### src/verilog/vectored_interrupt_sequencer_defines.svh
`ifndef VECTORED_INTERRUPT_SEQUENCER_DEFINES_SVH
`define VECTORED_INTERRUPT_SEQUENCER_DEFINES_SVH
`define FP_HIGH_ADDR     8'hDA
`define FP_LOW_ADDR      8'hDB
`define LVL_STATUS_ADDR  8'hDC
`define LVL_MASK_ADDR    8'hDD
`define SYS_MODE_ADDR    8'hDE
`define LVL_PRIO_ADDR    8'hFF
`define LVL_STATUS_RST   8'h00
`define LVL_MASK_RST     8'h00
`define LVL_PRIO_RST     8'h00
`define FP_RST           16'h0000
`define SYM_GIE_BIT      0
`define SYM_FEN_BIT      1
`define SYM_FSEL_LSB     2
`define SYM_FSEL_MSB     4
`define SYM_TOP_BIT      7
`define FSEL_RST         3'h0
`define FAST_FLAG_BIT    1
`define HW_LEVELS        4
`define VEC_LVL_LSB      3
`define VEC_SUB_BIT      1
`endif

### src/verilog/vectored_interrupt_sequencer_pkg.sv
package vectored_interrupt_sequencer_pkg;
  // Sequencer states, one-hot.
  typedef enum logic [12:0] {
    ST_IDLE = 13'h0001,
    ST_PCL  = 13'h0002,
    ST_PCH  = 13'h0004,
    ST_FLG  = 13'h0008,
    ST_VH   = 13'h0010,
    ST_VL   = 13'h0020,
    ST_JUMP = 13'h0040,
    ST_FAST = 13'h0080,
    ST_PF   = 13'h0100,
    ST_PPH  = 13'h0200,
    ST_PPL  = 13'h0400,
    ST_RET  = 13'h0800,
    ST_WAIT = 13'h1000
  } seq_state_e;
  typedef logic [2:0] level_t;
  typedef logic [7:0] byte_t;
endpackage : vectored_interrupt_sequencer_pkg

### src/verilog/vectored_interrupt_sequencer.sv
`timescale 1ns/1ps
`default_nettype none
`include "vectored_interrupt_sequencer_defines.svh"
module vectored_interrupt_sequencer (
  input  wire logic                                  clk_sys_i,    // Clock.
  input  wire logic                                  arst_n_i,     // Reset.
  input  wire logic [7:0]                            reg_addr_i,   // Reg addr.
  input  wire logic                                  reg_wr_i,     // Write.
  input  wire logic                                  reg_rd_i,     // Read.
  input  wire vectored_interrupt_sequencer_pkg::byte_t reg_wdata_i, // Wdata.
  output var  vectored_interrupt_sequencer_pkg::byte_t reg_rdata_o, // Rdata.
  input  wire logic                                  ei_i,         // Enable.
  input  wire logic                                  di_i,         // Disable.
  input  wire logic                                  instr_end_i,  // Insn end.
  input  wire logic                                  ret_i,        // Return.
  input  wire logic [3:0]                            hw_event_i,   // Timers.
  input  wire logic [7:0]                            sw_pend_i,    // Pendings.
  input  wire logic [15:0]                           pc_i,         // Core PC.
  input  wire vectored_interrupt_sequencer_pkg::byte_t flags_i,   // Flags.
  output logic                                       pc_load_o,    // Load PC.
  output logic [15:0]                                pc_o,         // New PC.
  output logic                                       flags_load_o, // Load fl.
  output vectored_interrupt_sequencer_pkg::byte_t    flags_o,      // New fl.
  output logic                                       stk_push_o,   // Push.
  output logic                                       stk_pop_o,    // Pop.
  output vectored_interrupt_sequencer_pkg::byte_t    stk_wdata_o,  // Push dat.
  input  wire vectored_interrupt_sequencer_pkg::byte_t stk_rdata_i, // Pop dat.
  output logic                                       pm_rd_o,      // Vec read.
  output vectored_interrupt_sequencer_pkg::byte_t    pm_addr_o,    // Vec addr.
  input  wire vectored_interrupt_sequencer_pkg::byte_t pm_rdata_i, // Vec dat.
  output logic                                       ack_o,        // Ack.
  output vectored_interrupt_sequencer_pkg::level_t   ack_level_o,  // Level.
  output logic                                       busy_o        // Stall.
);
  import vectored_interrupt_sequencer_pkg::*;
  // Lowest set bit of a request vector.
  function automatic level_t first_set(input logic [7:0] v);
    level_t r = 3'h0;
    for (int i = 7; i >= 0; i--) begin
      if (v[i]) begin
        r = 3'(i);
      end
    end
    return r;
  endfunction : first_set
  // Vector slot: even, below 003CH, hardware source first.
  function automatic byte_t vec_addr(input level_t l, input logic sub);
    byte_t a;
    a = 8'h00;
    a[`VEC_LVL_LSB +: 3] = l;
    a[`VEC_SUB_BIT] = sub;
    return a;
  endfunction : vec_addr
  logic       rst_m_r;
  logic       rst_n_r;
  seq_state_e state_r;
  logic [15:0] fp_r;
  byte_t      mask_r;
  byte_t      prio_r;
  logic       gie_r;
  logic       fen_r;
  level_t     fsel_r;
  logic       sym7_r;
  logic [3:0] hw_pend_r;
  byte_t      status_r;
  byte_t      shadow_r;
  logic [15:0] save_pc_r;
  byte_t      save_fl_r;
  level_t     lvl_r;
  logic       sub_r;
  byte_t      vhi_r;
  byte_t      pch_r;
  byte_t      pfl_r;
  byte_t      cand;
  level_t     lvl_nxt;
  logic       sub_nxt;
  logic       take;
  logic       fast_nxt;
  logic       fast_ret;
  logic       wr_sym;
  // Reset release through two flip-flops.
  always_ff @(posedge clk_sys_i or negedge arst_n_i) begin
    if (!arst_n_i) begin
      rst_m_r <= 1'b0;
      rst_n_r <= 1'b0;
    end else begin
      rst_m_r <= 1'b1;
      rst_n_r <= rst_m_r;
    end
  end
  // Service decision from status, mask, global enable.
  always_comb begin
    cand     = status_r & mask_r;
    lvl_nxt  = first_set(cand);
    sub_nxt  = !(lvl_nxt < 3'(`HW_LEVELS) && hw_pend_r[lvl_nxt[1:0]]);
    take     = gie_r && (cand != 8'h00) && instr_end_i;
    fast_nxt = fen_r && (fsel_r == lvl_nxt);
    fast_ret = flags_i[`FAST_FLAG_BIT];
    wr_sym   = reg_wr_i && (reg_addr_i == `SYS_MODE_ADDR);
  end
  // Hidden pending bits of hardware-cleared sources; set wins over clear.
  always_ff @(posedge clk_sys_i or negedge rst_n_r) begin
    if (!rst_n_r) begin
      hw_pend_r <= 4'h0;
    end else begin
      for (int i = 0; i < `HW_LEVELS; i++) begin
        if (hw_event_i[i]) begin
          hw_pend_r[i] <= 1'b1;
        end else if (state_r == ST_IDLE && take && !ret_i &&
                     lvl_nxt == 3'(i) && !sub_nxt) begin
          hw_pend_r[i] <= 1'b0;
        end
      end
    end
  end
  // Level status tracks requests regardless of global enable.
  always_ff @(posedge clk_sys_i or negedge rst_n_r) begin
    if (!rst_n_r) begin
      status_r <= `LVL_STATUS_RST;
    end else begin
      status_r <= sw_pend_i | {4'h0, hw_pend_r};
    end
  end
  // Mask and priority registers, written by software only.
  always_ff @(posedge clk_sys_i or negedge rst_n_r) begin
    if (!rst_n_r) begin
      mask_r <= `LVL_MASK_RST;
      prio_r <= `LVL_PRIO_RST;
    end else if (reg_wr_i) begin
      if (reg_addr_i == `LVL_MASK_ADDR) begin
        mask_r <= reg_wdata_i;
      end
      if (reg_addr_i == `LVL_PRIO_ADDR) begin
        prio_r <= reg_wdata_i;
      end
    end
  end
  // Mode register fields; sequencer actions win over software.
  always_ff @(posedge clk_sys_i or negedge rst_n_r) begin
    if (!rst_n_r) begin
      gie_r  <= 1'b0;
      fen_r  <= 1'b0;
      sym7_r <= 1'b0;
      fsel_r <= `FSEL_RST;
    end else begin
      if (wr_sym) begin
        fen_r  <= reg_wdata_i[`SYM_FEN_BIT];
        fsel_r <= reg_wdata_i[`SYM_FSEL_MSB:`SYM_FSEL_LSB];
        sym7_r <= reg_wdata_i[`SYM_TOP_BIT];
      end
      if (state_r == ST_IDLE && take && !ret_i) begin
        gie_r <= 1'b0;
      end else if (state_r == ST_RET ||
                   (state_r == ST_IDLE && ret_i && fast_ret)) begin
        gie_r <= 1'b1;
      end else if (ei_i) begin
        gie_r <= 1'b1;
      end else if (di_i) begin
        gie_r <= 1'b0;
      end else if (wr_sym) begin
        gie_r <= reg_wdata_i[`SYM_GIE_BIT];
      end
    end
  end
  // Fast pointer: byte writes, swapped with PC on fast entry and return.
  always_ff @(posedge clk_sys_i or negedge rst_n_r) begin
    if (!rst_n_r) begin
      fp_r <= `FP_RST;
    end else if (state_r == ST_FAST ||
                 (state_r == ST_IDLE && ret_i && fast_ret)) begin
      fp_r <= pc_i;
    end else if (reg_wr_i && reg_addr_i == `FP_HIGH_ADDR) begin
      fp_r[15:8] <= reg_wdata_i;
    end else if (reg_wr_i && reg_addr_i == `FP_LOW_ADDR) begin
      fp_r[7:0] <= reg_wdata_i;
    end
  end
  // Register read port, one cycle after the strobe.
  always_ff @(posedge clk_sys_i or negedge rst_n_r) begin
    if (!rst_n_r) begin
      reg_rdata_o <= 8'h00;
    end else if (reg_rd_i) begin
      unique case (reg_addr_i)
        `FP_HIGH_ADDR:    reg_rdata_o <= fp_r[15:8];
        `FP_LOW_ADDR:     reg_rdata_o <= fp_r[7:0];
        `LVL_STATUS_ADDR: reg_rdata_o <= status_r;
        `LVL_MASK_ADDR:   reg_rdata_o <= mask_r;
        `SYS_MODE_ADDR:   reg_rdata_o <= {sym7_r, 2'b00, fsel_r,
                                          fen_r, gie_r};
        `LVL_PRIO_ADDR:   reg_rdata_o <= prio_r;
        default:          reg_rdata_o <= 8'h00;
      endcase
    end
  end
  // Entry and return sequencer.
  always_ff @(posedge clk_sys_i or negedge rst_n_r) begin
    if (!rst_n_r) begin
      state_r <= ST_IDLE;
    end else begin
      unique case (state_r)
        ST_IDLE: begin
          if (ret_i) begin
            state_r <= fast_ret ? ST_WAIT : ST_PF;
          end else if (take) begin
            state_r <= fast_nxt ? ST_FAST : ST_PCL;
          end
        end
        ST_PCL:  state_r <= ST_PCH;
        ST_PCH:  state_r <= ST_FLG;
        ST_FLG:  state_r <= ST_VH;
        ST_VH:   state_r <= ST_VL;
        ST_VL:   state_r <= ST_JUMP;
        ST_JUMP: state_r <= ST_WAIT;
        ST_FAST: state_r <= ST_WAIT;
        ST_PF:   state_r <= ST_PPH;
        ST_PPH:  state_r <= ST_PPL;
        ST_PPL:  state_r <= ST_RET;
        ST_RET:  state_r <= ST_WAIT;
        ST_WAIT: state_r <= ST_IDLE;
        default: state_r <= ST_IDLE;
      endcase
    end
  end
  // Capture of context, chosen level and popped bytes.
  always_ff @(posedge clk_sys_i or negedge rst_n_r) begin
    if (!rst_n_r) begin
      save_pc_r <= 16'h0000;
      save_fl_r <= 8'h00;
      lvl_r     <= 3'h0;
      sub_r     <= 1'b0;
      vhi_r     <= 8'h00;
      pch_r     <= 8'h00;
      pfl_r     <= 8'h00;
    end else begin
      if (state_r == ST_IDLE && take && !ret_i) begin
        save_pc_r <= pc_i;
        save_fl_r <= flags_i;
        lvl_r     <= lvl_nxt;
        sub_r     <= sub_nxt;
      end
      if (state_r == ST_VL) begin
        vhi_r <= pm_rdata_i;
      end
      if (state_r == ST_PPH) begin
        pfl_r <= stk_rdata_i;
      end
      if (state_r == ST_PPL) begin
        pch_r <= stk_rdata_i;
      end
    end
  end
  // Flags shadow for the fast path, fast flag kept clear inside it.
  always_ff @(posedge clk_sys_i or negedge rst_n_r) begin
    if (!rst_n_r) begin
      shadow_r <= 8'h00;
    end else if (state_r == ST_FAST) begin
      shadow_r <= flags_i;
      shadow_r[`FAST_FLAG_BIT] <= 1'b0;
    end
  end
  // Stack port: pushes on normal entry, pops on normal return.
  always_ff @(posedge clk_sys_i or negedge rst_n_r) begin
    if (!rst_n_r) begin
      stk_push_o  <= 1'b0;
      stk_pop_o   <= 1'b0;
      stk_wdata_o <= 8'h00;
    end else begin
      stk_push_o  <= (state_r == ST_PCL) || (state_r == ST_PCH) ||
                     (state_r == ST_FLG);
      stk_pop_o   <= (state_r == ST_PF) || (state_r == ST_PPH) ||
                     (state_r == ST_PPL);
      if (state_r == ST_PCL) begin
        stk_wdata_o <= save_pc_r[7:0];
      end else if (state_r == ST_PCH) begin
        stk_wdata_o <= save_pc_r[15:8];
      end else if (state_r == ST_FLG) begin
        stk_wdata_o <= save_fl_r;
      end
    end
  end
  // Vector fetch: high byte at the slot, low byte just above it.
  always_ff @(posedge clk_sys_i or negedge rst_n_r) begin
    if (!rst_n_r) begin
      pm_rd_o   <= 1'b0;
      pm_addr_o <= 8'h00;
    end else begin
      pm_rd_o <= (state_r == ST_FLG) || (state_r == ST_VH);
      if (state_r == ST_FLG) begin
        pm_addr_o <= vec_addr(lvl_r, sub_r);
      end else if (state_r == ST_VH) begin
        pm_addr_o <= vec_addr(lvl_r, sub_r) | 8'h01;
      end
    end
  end
  // PC and flag loads towards the core.
  always_ff @(posedge clk_sys_i or negedge rst_n_r) begin
    if (!rst_n_r) begin
      pc_load_o    <= 1'b0;
      pc_o         <= 16'h0000;
      flags_load_o <= 1'b0;
      flags_o      <= 8'h00;
    end else begin
      pc_load_o    <= 1'b0;
      flags_load_o <= 1'b0;
      if (state_r == ST_JUMP) begin
        pc_load_o <= 1'b1;
        pc_o      <= {vhi_r, pm_rdata_i};
      end else if (state_r == ST_FAST) begin
        pc_load_o    <= 1'b1;
        pc_o         <= fp_r;
        flags_load_o <= 1'b1;
        flags_o      <= flags_i | 8'(1 << `FAST_FLAG_BIT);
      end else if (state_r == ST_IDLE && ret_i && fast_ret) begin
        pc_load_o    <= 1'b1;
        pc_o         <= fp_r;
        flags_load_o <= 1'b1;
        flags_o      <= shadow_r;
      end else if (state_r == ST_RET) begin
        pc_load_o    <= 1'b1;
        pc_o         <= {pch_r, stk_rdata_i};
        flags_load_o <= 1'b1;
        flags_o      <= pfl_r;
      end
    end
  end
  // Acknowledge pulse, level and core stall.
  always_ff @(posedge clk_sys_i or negedge rst_n_r) begin
    if (!rst_n_r) begin
      ack_o       <= 1'b0;
      ack_level_o <= 3'h0;
      busy_o      <= 1'b0;
    end else begin
      ack_o  <= (state_r == ST_IDLE) && take && !ret_i;
      busy_o <= (state_r == ST_IDLE) ? (ret_i || take) :
                (state_r != ST_WAIT);
      if (state_r == ST_IDLE && take && !ret_i) begin
        ack_level_o <= lvl_nxt;
      end
    end
  end
endmodule : vectored_interrupt_sequencer
`default_nettype wire

### config.mk
export PLATFORM = sky130hd
export DESIGN_NAME = vectored_interrupt_sequencer
export DESIGN_NICKNAME = d
export VERILOG_FILES = /design/src/verilog/vectored_interrupt_sequencer_pkg.sv /design/src/verilog/vectored_interrupt_sequencer.sv
export VERILOG_INCLUDE_DIRS = /design/src /design/src/verilog
export SDC_FILE = /design/constraint.sdc
export NUM_CORES = 1
export LEC_CHECK = 0
export BUFFER_PORTS_ARGS = -buffer_cell sky130_fd_sc_hd__buf_2
export CAP_MARGIN = 10
export CORE_MARGIN = 2
export CORE_UTILIZATION = 35
export DETAILED_ROUTE_END_ITERATION = 12
export GPL_ROUTABILITY_DRIVEN = 0
export PLACE_DENSITY = 0.53
export SKIP_LAST_GASP = 1
export SYNTH_ARGS = -nofsm -noshare
export SYNTH_HDL_FRONTEND = slang
export SYNTH_SLANG_ARGS = --single-unit
### constraint.sdc
create_clock -name clk_sys_i -period 9.5 [get_ports clk_sys_i]
set_input_delay 0.95 -clock clk_sys_i [delete_from_list [all_inputs] [get_ports clk_sys_i]]
set_output_delay 0.95 -clock clk_sys_i [all_outputs]
set_load 0.01 [all_outputs]
Word level (Yosys, flattened, before mapping)
Index checks and enable logic that the tools add are counted.

Bitwise operators: 3. Reductions and logical operators: 47. Magnitude comparators: 2. Equality and inequality tests: 25. Multiplexer cells: 51.

Operators by type and width (count): $pmux 13 s10 (1); $mux 8 (12); $mux 16 (5); $eq 8x8->1 const B (6); $pmux 8 s6 (1); $mux 13 (3); $mux 3 (8); $mux 1 (20); $logic_and 1x1->1 (19); $reduce_bool 2->1 (7); $eq 13x1->1 const B (1); $eq 13x10->1 const B (1); $eq 13x11->1 const B (1); $eq 13x12->1 const B (1); $eq 13x2->1 const B (1); $eq 13x3->1 const B (1); $eq 13x4->1 const B (1); $eq 13x5->1 const B (1); $eq 13x6->1 const B (1); $eq 13x7->1 const B (1); $eq 13x8->1 const B (1); $eq 13x9->1 const B (1); $ne 13x13->1 const B (1); $and 8x8->8 (1); 19 further kinds (32).

Register bits after elaboration: 179. Word-level logic and storage cells: 164. Output and inout bits: 58.

Logic depth before layout (Yosys ltp)
Depth in word-level cells: 15. Gate-level depth with buffers: 8. Gate-level depth less buffers: 5.

Worst setup path after synthesis
No wires, ideal clock.

Path type: input -> register. From: input port reg_addr_i[6]. To: register fp_r[10]. Library setup time: 0.133 ns. Arrival time: 2.695 ns. Stages on the path: 7. Data required time: 9.367 ns. Path slack: 6.672 ns. Path through: nand4_1 -> or3_1 -> clkbuf_1 -> or3b_2 -> clkbuf_1 -> mux2i_1 -> o21ai_0.

Longest elaborated chain between the ends: 3.

Ends and longest elaborated chain: start, declared (line vectored_interrupt_sequencer.sv:7) `input wire logic [7:0] reg_addr_i,`; $eq 8x8->1; $logic_and 1x1->1 (no source line); $reduce_bool 2->1 (no source line); end signal, assigned (line vectored_interrupt_sequencer.sv:168) `` fp_r <= `FP_RST; ``; end signal, assigned (line vectored_interrupt_sequencer.sv:171) `fp_r <= pc_i;`; end signal, assigned (line vectored_interrupt_sequencer.sv:173) `fp_r[15:8] <= reg_wdata_i;`; end, declared (line vectored_interrupt_sequencer.sv:57) `logic [15:0] fp_r;`.

No other way between the ends. A chain may end at the register's enable or synchronous reset.

Worst setup path in the final report
From: register mask_r[7]. To: register save_pc_r[11].

Longest elaborated chain between the ends: 6.

Ends and longest elaborated chain: start, declared (line vectored_interrupt_sequencer.sv:58) `byte_t mask_r;`; start signal, assigned (line vectored_interrupt_sequencer.sv:127) `` mask_r <= `LVL_MASK_RST; ``; start signal, assigned (line vectored_interrupt_sequencer.sv:131) `mask_r <= reg_wdata_i;`; $and 8x8->8 (line vectored_interrupt_sequencer.sv:93) `cand = status_r & mask_r;`; $reduce_bool 8->1 (line vectored_interrupt_sequencer.sv:96) `take = gie_r && (cand != 8'h00) && instr_end_i;`; $logic_and 1x1->1 (2 in series) (line vectored_interrupt_sequencer.sv:96); $logic_and 1x1->1 (2 in series) (line vectored_interrupt_sequencer.sv:235) `if (state_r == ST_IDLE && take && !ret_i) begin`; end signal, assigned (line vectored_interrupt_sequencer.sv:236) `save_pc_r <= pc_i;`; end, declared (line vectored_interrupt_sequencer.sv:67) `logic [15:0] save_pc_r;`.

No other way between the ends.

==> flow_summary.json <==
{
  "cts_tree": "yes",
  "grt_max_degree": 65,
  "dpl.hpwl_mm": 15.96,
  "wl_met3_um": 776,
  "drtAntennaViolNets": 0,
  "finClkSkew_ps": 11.28,
  "design_area_um2": 9574,
  "powerDensity_nw_per_um2": 240.7,
  "postRouteWirelength_mm": 21.67,
  "grt_overflow": 0,
  "clk_pin_slew_worst_paths_ps": 60,
  "hold_viol_final": 0,
  "drive_gt1_frac": 0.3177,
  "fillers": 2188,
  "wl_per_cell_um": 19.36,
  "min_path_type": "in2async",
  "rsz0062_at_grt": "no",
  "synth_edf_count": 0,
  "cts-root-buf": "clkbuf_16",
  "area_growth_pct": 18.86,
  "synth_area_per_cell_um2": 11.54,
  "worst_slew_pin_slew_ps": 1014,
  "status": "complete, no violations",
  "crit_required_ps": 9820,
  "clock_latency_ps": 440,
  "fin_crit_ps": 3031,
  "r2r-start": "mask_r[7]",
  "timing.rr.end": "save_pc_r[11]",
  "synth_cell_types": 57,
  "cts_made_buffers": 17,
  "n_antenna_cell": 0,
  "grt_pass1_vias": 5844,
  "drv_cap": 0,
  "initial_core_util": 0.3558,
  "dr.first_iter.drc_count": 367,
  "fmax_mhz": 329.9,
  "yosys-top-cells-area": "dfrtp_1 (54%), mux2_2 (10%), mux2i_1 (6.6%), nand2_1 (3.1%), o21ai_0 (2.7%)",
  "dieHeight_um": 155.7,
  "die_w_um": 155.7,
  "cts_hold_buf": 0,
  "met2_length_mm": 9.911,
  "cts.path.max_buffers": 2,
  "htree_num_levels": 4,
  "io_buffer_count": 130,
  "die_area_um2": 24240,
  "peakVddDrop_mv": 0.1167,
  "m1WireLength_mm": 10.55,
  "multiInputGateArea_um2": 3470,
  "grt_antenna_before_repair": 0,
  "fin_nets": 899,
  "io_pins": 134,
  "postPlaceCellArea_um2": 8995,
  "synthTopCellsByCount": "dfrtp_1 (175), mux2_2 (72), nand2_1 (66)",
  "synth_area_um2": 8055,
  "rrSetupSlack_ps": 6470,
  "vias": 5876,
  "rr_worst_depth": 6,
  "setup_viol": 0,
  "ys.flop_type": "dfrtp_1",
  "grt_pass1_wl_mm": 34.10,
  "ys_ff_latch": 176,
  "leakage_nw": 4.545,
  "cp_max_fo": 25,
  "drtPass1Iterations": 6,
  "final_util": 0.4229,
  "routed.top_layer": "met4",
  "yosysWarnings": 0,
  "maxSlewViolCount": 0,
  "drc": 0,
  "post_cts_resized": 0,
  "synth_top_cell_by_area": "dfrtp_1",
  "via_per_inst": 5.251,
  "cp-start-kind": "flop",
  "seq_area_um2": 4409,
  "async_flop_share": 1.000,
  "yosysTopAreaCellShare": 0.5436,
  "core_area_um2": 22640,
  "critPathCaptureType": "flop",
  "period_share": 0.3191,
  "fin_setup_tns_ps": 0,
  "worst_slew_margin_rel": 0.3146,
  "grtUsageTotal": 0.1857,
  "cp.arrival_ps": 3350,
  "postCtsSetupRepairBufs": 0,
  "critPathKind": "reg2reg",
  "clkSinkCount": 176,
  "std_cell_rows": 55,
  "synth_most_common_cell": "dfrtp_1",
  "synthCells": 698,
  "seq_area_frac_synth": 0.5469
}
-- cells by family after synthesis --
kind of cell / share of synthesized area
AO/OA/AOI/OAI: 0.1011
XOR/XNOR: 0.004350
buffers and inverters: 0.02563
flip-flops: 0.5469
multiplexers: 0.1814
other: 0.0009323
AND/OR/NAND/NOR: 0.1396
-- layout make-up --
cell class | count | area share
flip-flops and latches | 176 | 0.4605
multi-input cells | 478 | 0.3624
repair buffers | 139 | 0.07501
clock buffers | 22 | 0.04953
well taps | 285 | 0.03725
clock inverters | 8 | 0.01098
inverters | 11 | 0.004313
-- through the flow --
step	hold WS, ps	worst slack (ps)	total power, mW	cells
floorplan	331.2	4234	1.398	700
global placement	334.0	6338	1.607	1089
detailed placement	337.9	6269	1.614	1089
CTS	273.7	6347	2.322	1119
global route	270.1	6201	2.431	1119
finish	282.3	6469	2.304	1119
-- layout by cell type (no fill, tap or decap), types with 10 or more instances in the layout --
cell,netlist,final
a21oi_1,10,10
nand2b_1,22,22
nand2_1,66,66
nand4_1,12,12
mux2_2,72,72
nor3_1,15,15
mux2i_1,53,53
buf_2,9,130
clkbuf_16,0,17
a2bb2oi_1,16,16
o21ai_0,43,43
inv_1,11,11
nor2_1,47,47
dfrtp_1,175,174
-- how the worst max path moves through the flow --
stage                        from  cells past startpoint  slack (ps)       endpoint
floorplan                 rst_n_r                      0        4230          ack_o
global placement    reg_addr_i[6]                      6        6340        fp_r[3]
detailed placement  reg_addr_i[6]                      5        6270      mask_r[5]
CTS                     mask_r[7]                      6        6350   save_fl_r[3]
global route            mask_r[7]                      6        6200   save_pc_r[3]
finish                  mask_r[7]                      6        6470  save_pc_r[11]
-- flip-flops by register name, indices dropped and copies added, names as in the netlist, 4 cells and up --
| name | count |
|---|---|
| save_fl_r | 8 |
| reg_rdata_o | 8 |
| pch_r | 8 |
| flags_o | 8 |
| shadow_r | 7 |
| pm_addr_o | 5 |
| fp_r | 16 |
| stk_wdata_o | 8 |
| pfl_r | 8 |
| status_r | 8 |
| state_r | 13 |
| hw_pend_r | 4 |
| mask_r | 8 |
| prio_r | 8 |
| vhi_r | 8 |
| save_pc_r | 16 |
| pc_o | 16 |
-- critical path, cell delays in order, from the launching register on --
cell and delay (ps):
dfrtp_1 420, a22oi_1 320, nand3_1 120, o311ai_0 810, nand2b_1 450, buf_4 400, mux2_2 380
-- power by group --
part / total (mW) / internal, mW / leakage (nW) / switching, mW
combinational: 0.523 / 0.261 / 2.08 / 0.262
clock: 0.705 / 0.407 / 0.275 / 0.298
sequential: 1.08 / 0.932 / 2.19 / 0.145
total: 2.30 / 1.60 / 4.54 / 0.705
-- routing by layer --
metal  up-vias  GRT usage
met3        27    0.02667
met2       163     0.2832
met1      2908     0.2711
met5         -          0
li1       2778          -
met4         0    0.06466
Power figures use the tool's default switching activity.
